==> src/design/wdt_pkg.sv <==
// package: register map, field positions, reset values and periods
// assumes: 32-bit apb, one register per aligned word
package wdt_pkg;
   // printed offsets are not all multiples of four: kept as indexes
   localparam logic [11:0] MODE_IDX = 12'h300;
   localparam logic [11:0] CMD_IDX = 12'h301;
   localparam logic [11:0] STAT_IDX = 12'h302;
   localparam logic [11:0] MASK_IDX = 12'h303;
   localparam logic [13:0] MODE_ADDR = {MODE_IDX, 2'b00};
   localparam logic [13:0] CMD_ADDR = {CMD_IDX, 2'b00};
   localparam logic [13:0] STAT_ADDR = {STAT_IDX, 2'b00};
   localparam logic [13:0] MASK_ADDR = {MASK_IDX, 2'b00};
   localparam int ENABLE_POS = 7;
   localparam int PSEL_HI_POS = 6;
   localparam int PSEL_LO_POS = 5;
   localparam int IDLE_RUN_POS = 2;
   localparam int RST_CONN_POS = 1;
   localparam int BIT0_POS = 0;
   localparam logic [7:0] MODE_RESET = 8'h80;
   localparam logic [7:0] MODE_WMASK = 8'hE7;
   localparam logic [7:0] DISABLE_CODE = 8'hB1;
   localparam logic [7:0] CLEAR_CODE_DEF = 8'h4E;
   localparam int PERIOD_EXP0 = 15;
   localparam int PERIOD_EXP_STEP = 2;
   localparam int CNT_W = 22;
   localparam int STAT_OVF_POS = 0;
endpackage

==> src/design/watchdog_mode_and_control.sv <==
// watchdog mode and control block with apb register access
// assumes: pclk 25 MHz, light_idle_state is a pin, async level
// Operation
// - two-bit period field picks 2^15, 2^17, 2^19 or 2^21 clocks.
// - mode bit 2 clear stops count in light idle; set keeps counting.
// - mode bit 1 set routes overflow onto the reset pin output.
// - writing B1 to command register disables watchdog; no RMW.
//
// The APB slave port is this design's own decision.
`timescale 1ns/1ps
`default_nettype none
module watchdog_mode_and_control #(
   parameter logic [7:0] CLEAR_CODE = wdt_pkg::CLEAR_CODE_DEF
) (
   input wire logic pclk,
   input wire logic presetn,
   input wire logic psel,
   input wire logic penable,
   input wire logic pwrite,
   input wire logic [31:0] paddr,
   input wire logic [31:0] pwdata,
   output logic [31:0] prdata,
   output logic pready,
   output logic pslverr,
   input wire logic light_idle_state,
   output logic reset_pin_out,
   output logic wdt_irq
);
   import wdt_pkg::*;
   initial begin
      if (CLEAR_CODE == DISABLE_CODE)
         $error("clear code must differ from disable code");
   end
   // ----------------------------------------------------------------
   // input synchroniser
   // ----------------------------------------------------------------
   logic idle_s1_r, idle_s2_r;
   always_ff @(posedge pclk or negedge presetn) begin
      if (!presetn) begin
         idle_s1_r <= 1'b0;
         idle_s2_r <= 1'b0;
      end else begin
         idle_s1_r <= light_idle_state;
         idle_s2_r <= idle_s1_r;
      end
   end
   // ----------------------------------------------------------------
   // apb decode
   // ----------------------------------------------------------------
   logic acc, wr, rd, hit_mode, hit_cmd, hit_stat, hit_mask, hit;
   always_comb begin
      acc = psel && penable;
      wr = acc && pwrite;
      rd = acc && !pwrite;
      hit_mode = paddr[13:0] == MODE_ADDR && paddr[31:14] == '0;
      hit_cmd = paddr[13:0] == CMD_ADDR && paddr[31:14] == '0;
      hit_stat = paddr[13:0] == STAT_ADDR && paddr[31:14] == '0;
      hit_mask = paddr[13:0] == MASK_ADDR && paddr[31:14] == '0;
      hit = hit_mode || hit_cmd || hit_stat || hit_mask;
   end
   // ----------------------------------------------------------------
   // registers
   // ----------------------------------------------------------------
   logic [7:0] mode_r, mode_nxt;
   logic stat_r, stat_nxt, mask_r, mask_nxt;
   logic [31:0] prdata_nxt;
   logic pready_nxt, pslverr_nxt, rst_nxt, irq_nxt;
   logic run, clear, ovf;
   always_comb begin
      mode_nxt = mode_r;
      mask_nxt = mask_r;
      clear = 1'b0;
      if (wr && hit_mode)
         mode_nxt = (pwdata[7:0] & MODE_WMASK) | (mode_r & ~MODE_WMASK);
      if (wr && hit_cmd && pwdata[7:0] == DISABLE_CODE)
         mode_nxt[ENABLE_POS] = 1'b0;
      if (wr && hit_cmd && pwdata[7:0] == CLEAR_CODE)
         clear = 1'b1;
      if (wr && hit_mask)
         mask_nxt = pwdata[STAT_OVF_POS];
      run = mode_r[ENABLE_POS] &&
            (!idle_s2_r || mode_r[IDLE_RUN_POS]);
      // set wins over write-one-to-clear
      stat_nxt = stat_r;
      if (wr && hit_stat && pwdata[STAT_OVF_POS])
         stat_nxt = 1'b0;
      if (ovf)
         stat_nxt = 1'b1;
      rst_nxt = ovf && mode_r[RST_CONN_POS];
      irq_nxt = stat_nxt && mask_nxt;
      // access phase lasts one cycle: pready is decoded in setup, high in access
      pready_nxt = psel && !penable;
      pslverr_nxt = psel && !penable && !hit;
      prdata_nxt = '0;
      if (psel && !penable && !pwrite) begin
         if (hit_mode)
            prdata_nxt = {24'h000000, mode_r};
         else if (hit_stat)
            prdata_nxt = {31'h0, stat_r};
         else if (hit_mask)
            prdata_nxt = {31'h0, mask_r};
      end
      if (rd)
         prdata_nxt = '0;
   end
   always_ff @(posedge pclk or negedge presetn) begin
      if (!presetn) begin
         mode_r <= MODE_RESET;
         stat_r <= 1'b0;
         mask_r <= 1'b0;
         prdata <= '0;
         pready <= 1'b0;
         pslverr <= 1'b0;
         reset_pin_out <= 1'b0;
         wdt_irq <= 1'b0;
      end else begin
         mode_r <= mode_nxt;
         stat_r <= stat_nxt;
         mask_r <= mask_nxt;
         prdata <= prdata_nxt;
         pready <= pready_nxt;
         pslverr <= pslverr_nxt;
         reset_pin_out <= rst_nxt;
         wdt_irq <= irq_nxt;
      end
   end
   // ----------------------------------------------------------------
   // counter
   // ----------------------------------------------------------------
   wdt_counter #(.CNT_W(CNT_W)) u_cnt (
      .pclk(pclk),
      .presetn(presetn),
      .run(run),
      .clear(clear),
      .period_sel({mode_r[PSEL_HI_POS], mode_r[PSEL_LO_POS]}),
      .overflow(ovf)
   );
   // ----------------------------------------------------------------
   // assertions
   // ----------------------------------------------------------------
   logic [CNT_W-1:0] gap_r;
   logic [CNT_W-1:0] need;
   always_comb begin
      need = CNT_W'((64'd1 << (PERIOD_EXP0 + PERIOD_EXP_STEP *
             int'({mode_r[PSEL_HI_POS], mode_r[PSEL_LO_POS]}))) - 64'd1);
   end
   always_ff @(posedge pclk or negedge presetn) begin
      if (!presetn) begin
         gap_r <= '0;
      end else if (ovf || clear) begin
         gap_r <= '0;
      end else if (run) begin
         gap_r <= gap_r + CNT_W'(1);
      end
   end
   property p_period;
      @(posedge pclk) disable iff (!presetn)
      ovf |-> gap_r == need;
   endproperty
   a_period: assert property (p_period)
      else $error("overflow at wrong count");
   property p_idle_stop;
      @(posedge pclk) disable iff (!presetn)
      idle_s2_r && !mode_r[IDLE_RUN_POS] |-> !run && !ovf;
   endproperty
   a_idle_stop: assert property (p_idle_stop)
      else $error("count runs in light idle");
   property p_rst_conn;
      @(posedge pclk) disable iff (!presetn)
      ovf |=> reset_pin_out == $past(mode_r[RST_CONN_POS]);
   endproperty
   a_rst_conn: assert property (p_rst_conn)
      else $error("reset pin does not follow overflow");
   property p_disable;
      @(posedge pclk) disable iff (!presetn)
      wr && hit_cmd && pwdata[7:0] == DISABLE_CODE |=>
         !mode_r[ENABLE_POS] ##1 !ovf;
   endproperty
   a_disable: assert property (p_disable)
      else $error("disable code ignored");
   property p_clear;
      @(posedge pclk) disable iff (!presetn)
      clear |=> !ovf [*8];
   endproperty
   a_clear: assert property (p_clear)
      else $error("overflow soon after clear");
   // flag, pin, counter and bus checks
   property p_ovf_status;
      @(posedge pclk) disable iff (!presetn)
      ovf |=> stat_r;
   endproperty
   a_ovf_status: assert property (p_ovf_status)
      else $error("overflow did not set status");
   property p_stat_sticky;
      @(posedge pclk) disable iff (!presetn)
      stat_r && !(wr && hit_stat && pwdata[STAT_OVF_POS]) |=> stat_r;
   endproperty
   a_stat_sticky: assert property (p_stat_sticky)
      else $error("status dropped without a clear");
   property p_rst_off;
      @(posedge pclk) disable iff (!presetn)
      !ovf || !mode_r[RST_CONN_POS] |=> !reset_pin_out;
   endproperty
   a_rst_off: assert property (p_rst_off)
      else $error("reset pin pulsed while not connected");
   property p_cmd_wo;
      @(posedge pclk) disable iff (!presetn)
      rd && hit_cmd |-> prdata == 32'h00000000;
   endproperty
   a_cmd_wo: assert property (p_cmd_wo)
      else $error("command register read back nonzero");
   property p_clear_zero;
      @(posedge pclk) disable iff (!presetn)
      clear |=> u_cnt.cnt_r == '0;
   endproperty
   a_clear_zero: assert property (p_clear_zero)
      else $error("clear code did not zero the count");
   property p_pready_pulse;
      @(posedge pclk) disable iff (!presetn)
      pready |=> !pready;
   endproperty
   a_pready_pulse: assert property (p_pready_pulse)
      else $error("pready held longer than one cycle");
endmodule
`default_nettype wire

==> src/design/wdt_counter.sv <==
// watchdog counter: free count, clear, overflow pulse at selected length
// assumes: run and clear are from logic on pclk
`timescale 1ns/1ps
`default_nettype none
module wdt_counter #(
   parameter int CNT_W = 22
) (
   input wire logic pclk,
   input wire logic presetn,
   input wire logic run,
   input wire logic clear,
   input wire logic [1:0] period_sel,
   output logic overflow
);
   import wdt_pkg::*;
   logic [CNT_W-1:0] cnt_r, cnt_nxt;
   logic [CNT_W-1:0] last;
   initial begin
      if (CNT_W < PERIOD_EXP0 + 3 * PERIOD_EXP_STEP + 1)
         $error("counter too narrow for longest period");
   end
   always_comb begin
      last = CNT_W'((64'd1 << (PERIOD_EXP0 +
             PERIOD_EXP_STEP * int'(period_sel))) - 64'd1);
      overflow = run && !clear && (cnt_r == last);
      cnt_nxt = cnt_r;
      if (clear || overflow)
         cnt_nxt = '0;
      else if (run)
         cnt_nxt = cnt_r + CNT_W'(1);
   end
   always_ff @(posedge pclk or negedge presetn) begin
      if (!presetn)
         cnt_r <= '0;
      else
         cnt_r <= cnt_nxt;
   end
endmodule
`default_nettype wire

==> config.mk <==
export PLATFORM = sky130hd
export DESIGN_NAME = watchdog_mode_and_control
export DESIGN_NICKNAME = d
export VERILOG_FILES = /design/src/design/wdt_pkg.sv /design/src/design/watchdog_mode_and_control.sv /design/src/design/wdt_counter.sv
export SDC_FILE = /design/constraint.sdc
export NUM_CORES = 1
export LEC_CHECK = 0
export ABC_AREA = 1
export BUFFER_PORTS_ARGS = -buffer_cell sky130_fd_sc_hd__buf_2
export CORE_MARGIN = 1.5
export CORE_UTILIZATION = 25
export DETAILED_ROUTE_END_ITERATION = 12
export PLACE_DENSITY = 0.54
export SLEW_MARGIN = 20
export SYNTH_ARGS = -nofsm -noshare
export SYNTH_HDL_FRONTEND = slang
export SYNTH_SLANG_ARGS = --single-unit
==> constraint.sdc <==
create_clock -name pclk -period 1.9 [get_ports pclk]
set_input_delay 0.19 -clock pclk [delete_from_list [all_inputs] [get_ports pclk]]
set_output_delay 0.19 -clock pclk [all_outputs]
set_load 0.02 [all_outputs]
== After elaboration in Yosys (flattened, before gate mapping) ==
Index checks and enable logic that the tools add are counted.

* Bits in registers: 70
* Input bits: 70
* Output and inout port bits: 36
* Word-level logic and storage cells: 72

* $add $sub $neg: 3
* Equality and inequality tests: 7
* Shift-type cells: 1
* Muxes and demuxes: 13
* Bitwise gates (word level): 1
* Reductions and logical operators: 35

{| class="wikitable"
|+ Operators with widths
! operator !! number
|-
| == test 14 x 12 -> 1 bit, second input constant || 4
|-
| two-way mux 22 bit || 2
|-
| two-way mux 32 bit || 1
|-
| two-way mux 8 bit || 3
|-
| adder 22 x 1 -> 22 bit, second input constant || 1
|-
| == test 22 bit || 1
|-
| logical AND 1 bit || 22
|-
| left shift 1 x 5 -> 22 bit, first input constant || 1
|-
| subtractor 22 x 1 -> 22 bit, second input constant || 1
|-
| logical NOT 18 bit || 1
|-
| == test 8 x 7 -> 1 bit, second input constant || 1
|-
| == test 8 bit, second input constant || 1
|-
| OR 8 x 5 -> 8 bit || 1
|-
| two-way mux 1 bit || 7
|-
| adder 4 x 3 -> 5 bit, first input constant || 1
|-
| logical NOT 1 bit || 5
|-
| logical OR 1 bit || 5
|-
| nonzero test 2 bit || 2
|}

== Depth between registers and ports, before layout ==
Gate-level depths: netlist (run 1).

* Depth after elaboration: 10
* Depth in mapped cells: 12
* Depth with buffers taken out: 10

== Cells and area by module ==
A second synthesis (run 1) with hierarchy kept.

* Cell total of the unflattened synthesis: 390
* Area, all modules: 2949.1 um^2

{| class="wikitable"
|+ By module, submodules not included
! module !! times used !! cells an instance !! area an instance (um^2)
|-
| watchdog_mode_and_control || 1 || 179 || 1487.7
|-
| wdt_counter || 1 || 211 || 1461.4
|}

== Worst setup path after synthesis (run 1) ==
OpenSTA, ideal clock, no wires.

* Path type: register to register
* From: register mode_r[7]
* To: register u_cnt.cnt_r[10]
* Setup time: 119 ps
* Data arrival time: 1395 ps
* Path slack: 386 ps
* Stages on the path, launching flop included: 8
* Buffers on the path: 2
* Clock period less this slack: 1514 ps
* Cell sequence: dfstp_2 inv_1 a21oi_1 inv_1 buf_2 clkbuf_1 nand3_1 nand2_1

* Word-level cells in the longest chain between the ends: 5

{| class="wikitable"
|+ RTL lines
! item !! line !! text
|-
| from (decl) || watchdog_mode_and_control.sv:64 || <nowiki>logic [7:0] mode_r, mode_nxt;</nowiki>
|-
| from (signal assigned) || watchdog_mode_and_control.sv:117 || <nowiki>mode_r <= mode_nxt;</nowiki>
|-
| logical AND 1 bit (*) || watchdog_mode_and_control.sv:81 || <nowiki>run = mode_r[ENABLE_POS] &&</nowiki>
|-
| logical AND 1 bit (2 in a row) || wdt_counter.sv:25 || <nowiki>overflow = run && !clear && (cnt_r == last);</nowiki>
|-
| logical OR 1 bit || wdt_counter.sv:27 || <nowiki>if (clear || overflow)</nowiki>
|-
| two-way mux 22 bit / nonzero test 2 bit (equally long branches) || n/a ||
|-
| to (signal assigned) || wdt_counter.sv:36 || <nowiki>cnt_r <= cnt_nxt;</nowiki>
|-
| to (decl) || wdt_counter.sv:16 || <nowiki>logic [CNT_W-1:0] cnt_r, cnt_nxt;</nowiki>
|}

Mark *: on every way between the ends. The rest lies on a longest branch, timed or not.
A chain may end at the register's enable or synchronous reset.

== Worst setup path after layout (run 1) ==
* From: register u_cnt.cnt_r[0]
* To: register u_cnt.cnt_r[11]

* Word-level cells in the longest chain between the ends: 4

{| class="wikitable"
|+ RTL lines
! item
|-
| branches (longest 4 deep; another with adder 22 x 1 -> 22 bit)
|}

Several ways; the timed one is not identified. The select of a mux whose other input is x is not followed.

==> results.yml, run 1 <==
route:
  wire_per_inst_um: 11.3
  viasPerCell: 4.32
  ant_nets: 0
  drcViolationCount: 0
  finalWirelength_um: 7660
  drtIter0Drc: 112
  dr.pass1.iters: 4
  vias: 2927
layout:
  final_core_util: 0.307
  antenna_cells: 0
  nets: 583
  area_delta_synth_final_pct: 18.9
  final_common_cell: "nand2_1"
  drive_gt1_frac: 0.192
  layout_common_cells: "109 x nand2_1, 70 x nor2_1, 57 x buf_2"
  final_cells: 678
status:
  outcome: "finished, final reports clean"
pwr:
  comb_power_share: 0.080
  p_per_area_nw_per_um2: 560
  netSwitchingPower_w: 0.000492
  ir_drop_mv: 0.381
  internal-power_w: 0.00160
  p_sw_frac: 0.235
  clock_power_share: 0.480
  seqPwrFrac: 0.440
  leakage_nw: 1.80
sta:
  min_period_ps: 1700
  final-setup-viol-count: 0
  hold_violations: 0
  finalMaxSlewViolations: 0
  fin_skew_ps: 3.16
  period_share: 0.894
  worst_pin_slew_ps: 555
  fmax_ghz: 0.588
  fin_setup_tns_ps: 0
  rsz0062_at_grt: "no"
  slew_headroom: 0.629
place:
  io_buffers: 57
  gp_congestion: 0.881
  dpl.cell_count: 669
  hpwl_um: 6010
yosys:
  ys_seq_elements: 43
  yosys_warnings: 0
  async_flop_share: 1.00
  synth_edf_count: 0
  synthCells: 445
  synthDistinctLibCells: 35
  synthFlopType: "dfrtp_1"
  seq_area_frac_synth: 0.343
  syn-cell-area_um2: 3140
  avgSynthCellArea_um2: 7.07
floorplan:
  placementRows: 40
  dieArea_um2: 13300
  num_io_pins: 106
  start_util: 0.259
  die_height_um: 115
  dieWidth_um: 115
  core_area_um2: 12200
setup_path:
  reg2reg_slack_ps: 200
  timing.rr.start: "u_cnt.cnt_r[0]"
  crit_arrival_ps: 1880
  rr_worst_depth: 7
  r2r_end: "u_cnt.cnt_r[11]"
  worstPathRequired_ps: 2080
  end_kind: "register"
  critPathMaxFanout: 7
  worstSetupStartpointType: "register"
  crit_type: "register to register"
min_path:
  hold_end: "idle_s1_r"
  hold_class: "input port to register"
  hp-start: "light_idle_state"
  holdPathStages: 1
clock_network:
  path_clk_slew_ps: 60
  cts_made_buffers: 5
  clkLatencyLatePin_ps: 290
  cts_buffer_depth: 2
  holdBufCountCts: 1
  cts.sinks: 43
  cts_resized: 0
  post-cts-setup-buffers: 0
  htreeDepth: 2
  cts-root-buf: "clkbuf_16"
  tritoncts: "done"
grt:
  overflow: 0
  first_global_vias: 2851
  antenna_found_initial: 0
  track_usage: 0.120
  grt_max_degree: 25
  grt_pass1_wl_um: 12900
flow_run:
  max-cap-violations: 0
-- power groups by stage --
stage | Sequential, W | Clock [W] | Combinational (W)
after floorplan | 0.000944 | 0 | 0.000116
after global placement | 0.000940 | 0 | 0.000165
after detailed placement | 0.000940 | 0 | 0.000166
after CTS | 0.000922 | 0.00103 | 0.000168
after global routing | 0.000922 | 0.00107 | 0.000189
final | 0.000922 | 0.00101 | 0.000167
-- routing by layer --
layer  up-vias  global-route usage  share of wire
met5         -                   0              0
met4         0              0.0461          0.020
met3        11              0.0111          0.035
met2        61               0.210           0.49
met1      1357               0.154           0.45
li1       1498                   -              -
-- synth_stat cells (all sizes together), types with 4 or more instances --
master | count | area share
nor2 | 81 | 0.11
nand4 | 24 | 0.048
dfrtp | 42 | 0.33
xor2 | 15 | 0.042
buf | 34 | 0.084
clkinv | 6 | 0.0088
o21ai | 6 | 0.0095
nand3 | 45 | 0.080
nor3 | 13 | 0.022
nand2 | 111 | 0.14
a21oi | 10 | 0.019
ha | 4 | 0.016
inv | 36 | 0.043
-- kinds of logic after synthesis --
family          count (synthesis)  share of synthesized area
buf+inv                        78                      0.138
flops                          43                      0.343
other cells                     2                    0.00239
fa+ha+maj                       4                     0.0159
xor+xnor                       18                     0.0501
compound gates                 18                     0.0338
simple gates                  282                      0.417
-- area by class of cell --
cell class              count  area, µm²
clock buffers               5        125
clock inverters             3       47.5
fillers                  1318       8420
inverters                  42        163
multi-input cells         351       1740
flip-flops and latches     43       1080
well taps                 168        210
repair buffers             66        380
-- flip-flops by register name, summed over array words and instances (netlist names) --
signal,count
pready,1
wdt_irq,1
prdata,7
u_cnt.cnt_r,22
mode_r,6
mask_r,1
idle_s1_r,1
stat_r,1
pslverr,1
reset_pin_out,1
idle_s2_r,1
-- worst max-delay path, cell delays in order, from the launching register on --
cell	delay (ps)
dfrtp_1	450
inv_1	120
nor2_1	460
nand3_1	160
xor2_1	170
clkinv_1	70
nand4_1	90
nand2_1	50
-- how the worst max path moves through the flow --
| stage | cells after the start | slack (ps) | to | from |
|---|---|---|---|---|
| 6_report | 7 | 200 | u_cnt.cnt_r[11] | u_cnt.cnt_r[0] |
| 5_1_grt | 7 | 70 | u_cnt.cnt_r[1] | u_cnt.cnt_r[3] |
| 4_1_cts | 7 | 240 | u_cnt.cnt_r[11] | u_cnt.cnt_r[0] |
| 3_5_place_dp | 7 | 250 | u_cnt.cnt_r[11] | u_cnt.cnt_r[0] |
| 3_3_place_gp | 6 | 260 | u_cnt.cnt_r[15] | u_cnt.cnt_r[0] |
| 2_1_floorplan | 7 | 390 | u_cnt.cnt_r[10] | mode_r[7] |
-- through the flow --
stage	total power, W	worst slack [ps]	instance area (µm²)	hold WS, ps
2_1_floorplan	0.00106	386	3250	-106
3_3_place_gp	0.00110	264	3560	197
3_5_place_dp	0.00111	245	3560	201
4_1_cts	0.00212	237	3740	40.2
5_1_grt	0.00218	66.7	3740	36.3
6_report	0.00210	201	3740	43.5
Power figures use the tool's default switching activity.
==> run 2: changes to the inputs <==
--- a/config.mk
+++ b/config.mk
@@ -8,9 +8,9 @@
 export ABC_AREA = 1
 export BUFFER_PORTS_ARGS = -buffer_cell sky130_fd_sc_hd__buf_2
 export CORE_MARGIN = 1.5
-export CORE_UTILIZATION = 25
+export CORE_UTILIZATION = 51
 export DETAILED_ROUTE_END_ITERATION = 12
-export PLACE_DENSITY = 0.54
+export PLACE_DENSITY = 0.9
 export SLEW_MARGIN = 20
 export SYNTH_ARGS = -nofsm -noshare
 export SYNTH_HDL_FRONTEND = slang
==> run 2 against run 1 <==
- die area down 50%
- sequential cell count unchanged
- power is 18% lower
- sequential share of layout area up 1.6 points
- global-route usage grew 11 points
- clock power decreased by 38%
- non-clock buffer count unchanged
- utilization up 29 points
- clock skew increased by 2.3 ps
- cell count shrank 14%
- first-iteration DRC count grew 120%
==> results.yml, run 2 (same netlist as run 1, synthesis figures left out) <==
place:
  dpl.cell_count: 575
  gp_congestion: 0.960
  place_ws_ps: 240
  io_buffers: 57
  hpwl_um: 5660
layout:
  top_regs: "u_cnt.cnt_r: 22 flops, prdata: 7 flops, mode_r: 6 flops"
  area_delta_synth_final_pct: 12.5
  layout_common_cells: "109 x nand2_1, 70 x nor2_1, 57 x buf_2"
  top_register: "u_cnt.cnt_r"
  largest_reg_flops: 22
  drive_gt1_frac: 0.190
  antenna_cells: 0
  final_common_cell: "nand2_1"
  final_cells: 585
  nets: 583
floorplan:
  num_io_pins: 106
  core_area_um2: 5920
  dieArea_um2: 6650
  start_util: 0.531
  placementRows: 28
  die_height_um: 81.5
  dieWidth_um: 81.5
setup_path:
  crit_type: "register to register"
  crit_arrival_ps: 1900
  rr_worst_depth: 8
  critPathMaxFanout: 7
  endpoint: "u_cnt.cnt_r[16]"
  end_kind: "register"
  worstPathRequired_ps: 2140
  r2r_end: "u_cnt.cnt_r[16]"
  cp-startpoint: "u_cnt.cnt_r[0]"
  worstSetupStartpointType: "register"
  timing.rr.start: "u_cnt.cnt_r[0]"
  reg2reg_slack_ps: 240
grt:
  grt_max_degree: 23
  antenna_found_initial: 0
  first_global_vias: 2818
  overflow: 0
  grt_pass1_wl_um: 12200
  track_usage: 0.235
clock_network:
  path_clk_slew_ps: 90
  htreeDepth: 2
  cts-root-buf: "clkbuf_8"
  cts_buffer_depth: 2
  clkLatencyLatePin_ps: 300
  tritoncts: "done"
  cts.sinks: 43
  cts_made_buffers: 5
  cts_resized: 0
sta:
  fin_setup_tns_ps: 0
  setup_ws_ps: 237
  fin_skew_ps: 5.46
  period_share: 0.875
  min_period_ps: 1660
  hold_violations: 0
  rsz0062_at_grt: "no"
  fmax_ghz: 0.601
  finalMaxSlewViolations: 0
  final-setup-viol-count: 0
status:
  outcome: "finished, final reports clean"
route:
  ant_nets: 0
  drtIter0Drc: 248
  viasPerCell: 5.12
  vias: 2994
  drcViolationCount: 0
  finalWirelength_um: 7350
  dr.pass1.iters: 4
  wire_per_inst_um: 12.6
pwr:
  p_per_area_nw_per_um2: 484
  leakage_nw: 1.76
  ir_drop_mv: 0.253
  p_total_w: 0.00171
flow_run:
  max-cap-violations: 0
min_path:
  hold_class: "input port to register"
-- run 2: changes by cell type in the layout (fill, tap and decap cells not counted) --
cell           before  now
clkbuf_8            0    6
clkbuf_16           5    0
inv_6               1    0
dlygate4sd3_1       1    2
buf_12              2    1
clkinvlp_4          0    1
bufinv_16           1    0
-- run 2: metrics by stage --
step                instance area (µm²)  hold slack [ps]   util
detailed placement                 3420              177  0.578
CTS                                3540             79.1  0.598
global route                       3540             84.6  0.598
floorplan                          3250             -106      -
global placement                   3420              158  0.578
finish                             3540             83.2  0.598
-- run 2: layout make-up --
type	instances	area, µm²
sequential	43	1080
tap	75	93.8
multi-input combinational	351	1740
fill	531	2380
timing repair buffer	66	370
clock buffer	6	82.6
inverter	42	163
clock inverter	2	16.3
-- run 2: repair_timing --
action / in CTS / in global routing
buffers inserted: 0 / 0
hold buffers: 2 / 0
endpoints found under the hold margin: 21 / 0
-- run 2: how the worst min path moves through the flow --
stage | endpoint | from | depth (start not counted) | slack (ps)
after floorplan | idle_s1_r | presetn | 0 | -110
after global placement | pready | presetn | 1 | 160
after detailed placement | pready | presetn | 1 | 180
after CTS | pready | penable | 2 | 80
after global routing | pready | penable | 2 | 80
final | pready | penable | 2 | 80
-- run 2: critical path, stage by stage, from the launching register on --
cell	delay (ps)
dfrtp_1	460
ha_1	270
inv_1	80
nor2_2	130
nand2_1	100
nor2_1	180
xor2_1	170
nand4_1	120
nand2_1	90
-- run 2: where the power goes --
group          switching [W]  internal (W)  total [W]
clock               0.000326      0.000297   0.000623
sequential        0.00000176      0.000920   0.000921
combinational       0.000112     0.0000551   0.000168
total               0.000440       0.00127    0.00171
-- run 2: routing by layer --
layer | routed length (µm) | global-route usage | vias up
met3 | 399 | 0.0200 | 12
met1 | 3070 | 0.283 | 1388
met5 | 0 | 0 | -
met2 | 3740 | 0.437 | 97
met4 | 140 | 0.0759 | 0
li1 | - | - | 1497
==> run 3: changes to the inputs <==
--- a/config.mk
+++ b/config.mk
@@ -7,10 +7,12 @@
 export LEC_CHECK = 0
 export ABC_AREA = 1
 export BUFFER_PORTS_ARGS = -buffer_cell sky130_fd_sc_hd__buf_2
-export CORE_MARGIN = 1.5
-export CORE_UTILIZATION = 51
+export CAP_MARGIN = 25
+export CELL_PAD_IN_SITES_DETAIL_PLACEMENT = 1
+export CELL_PAD_IN_SITES_GLOBAL_PLACEMENT = 1
+export CORE_UTILIZATION = 35
 export DETAILED_ROUTE_END_ITERATION = 12
-export PLACE_DENSITY = 0.9
+export PLACE_DENSITY = 0.89
 export SLEW_MARGIN = 20
 export SYNTH_ARGS = -nofsm -noshare
 export SYNTH_HDL_FRONTEND = slang
==> run 3 against run 2 <==
- wire length increased by 23%
- cell count increased by 5.8%
- hold slack got worse by 9.7 ps
- global-route usage decreased by 3.5 points
==> results.yml, run 3 (same netlist as run 1, synthesis figures left out) <==
route:
  viasPerCell: 5.07
  finalWirelength_um: 9060
  drcViolationCount: 0
  drtIter0Drc: 128
  wire_per_inst_um: 14.6
  dr.pass1.iters: 4
  ant_nets: 0
  vias: 3140
grt:
  antenna_found_initial: 0
  grt_pass1_wl_um: 15300
  grt_max_degree: 22
  track_usage: 0.200
  first_global_vias: 3286
  overflow: 0
layout:
  antenna_cells: 0
  top_regs: "u_cnt.cnt_r: 22 flops, prdata: 7 flops, mode_r: 6 flops"
  layout_common_cells: "109 x nand2_1, 70 x nor2_1, 57 x buf_2"
  nFillCells: 1153
  multi_input_area_um2: 1740
  area_delta_synth_final_pct: 14.6
  top_register: "u_cnt.cnt_r"
  final_core_util: 0.413
  largest_reg_flops: 22
  register_area_um2: 1080
  drive_gt1_frac: 0.192
  final_common_cell: "nand2_1"
  nets: 584
setup_path:
  worstSetupStartpointType: "register"
  timing.rr.start: "u_cnt.cnt_r[0]"
  crit_arrival_ps: 1910
  reg2reg_slack_ps: 180
  rr_worst_depth: 8
  crit_type: "register to register"
  end_kind: "register"
  worstPathRequired_ps: 2100
  r2r_end: "u_cnt.cnt_r[14]"
  critPathMaxFanout: 7
clock_network:
  tritoncts: "done"
  cts_buffer_depth: 2
  path_clk_slew_ps: 90
  cts-root-buf: "clkbuf_8"
  cts_made_buffers: 5
  clkLatencyLatePin_ps: 300
  cts.sinks: 43
  htreeDepth: 2
  post-cts-setup-buffers: 0
place:
  gp_congestion: 0.846
  io_buffers: 57
  hpwl_um: 7010
sta:
  whs_ps: 73.5
  finalMaxSlewViolations: 0
  fin_skew_ps: 12.3
  rsz0062_at_grt: "no"
  fmax_ghz: 0.583
  period_share: 0.903
  slew_headroom: 0.664
  worst_pin_slew_ps: 504
  fin_setup_tns_ps: 0
  min_period_ps: 1720
  hold_violations: 0
  final-setup-viol-count: 0
min_path:
  hp-start: "penable"
  hold_end: "pready"
  hold_class: "input port to register"
  holdPathStages: 2
pwr:
  ir_drop_mv: 0.236
  p_per_area_nw_per_um2: 510
  leakage_nw: 1.77
  p_total_w: 0.00184
flow_run:
  max-cap-violations: 0
floorplan:
  dieWidth_um: 96.8
  dieArea_um2: 9370
  die_height_um: 96.8
  start_util: 0.361
  num_io_pins: 106
  placementRows: 34
  core_area_um2: 8720
status:
  outcome: "finished, final reports clean"
## run 3: final cells by class
class,instances,share of cell area
inverters,42,0.0451
well taps,108,0.0375
multi-input cells,351,0.482
clock buffers,5,0.0191
clock inverters,3,0.0128
flip-flops and latches,43,0.299
repair buffers,67,0.105
## run 3: metal layers
metal | GRT usage | routed length [µm]
met5 | 0 | 0
met4 | 0.0551 | 140
met3 | 0.0202 | 348
met2 | 0.370 | 4810
met1 | 0.244 | 3760
## run 3: what timing repair did
item                      CTS  global route
hold endpoints to repair   19             0
hold buffers                2             0
gates resized for setup     0             0
## run 3: stage by stage
step | std cells | worst slack [ps] | instance area (µm²)
2_1_floorplan | 472 | 386 | 3250
3_3_place_gp | 609 | 248 | 3470
3_5_place_dp | 609 | 181 | 3470
4_1_cts | 619 | 177 | 3600
5_1_grt | 619 | 47.6 | 3600
6_report | 619 | 185 | 3600
## run 3: worst max-delay path: stages, from the launching register on
cell	delay [ps]
dfrtp_1	460
ha_1	200
inv_1	60
nor3_1	390
nand4_1	140
nand2_1	120
clkinv_1	80
nand4_1	100
nand2_1	60
## run 3: power by group
group          internal, W  total [W]  switching (W)
registers         0.000920   0.000922     0.00000181
logic            0.0000550   0.000170       0.000115
clock network     0.000396   0.000745       0.000349
total              0.00137    0.00184       0.000466
## run 3: how the worst max path moves through the flow
stage               slack (ps)            from         endpoint  depth (start not counted)
floorplan                  390       mode_r[7]  u_cnt.cnt_r[10]                          7
global placement           250       paddr[15]  u_cnt.cnt_r[11]                          9
CTS                        180       mode_r[6]  u_cnt.cnt_r[17]                         10
finish                     180  u_cnt.cnt_r[0]  u_cnt.cnt_r[14]                          8
detailed placement         180       paddr[15]  u_cnt.cnt_r[12]                          9
global route                50  u_cnt.cnt_r[0]  u_cnt.cnt_r[14]                          9
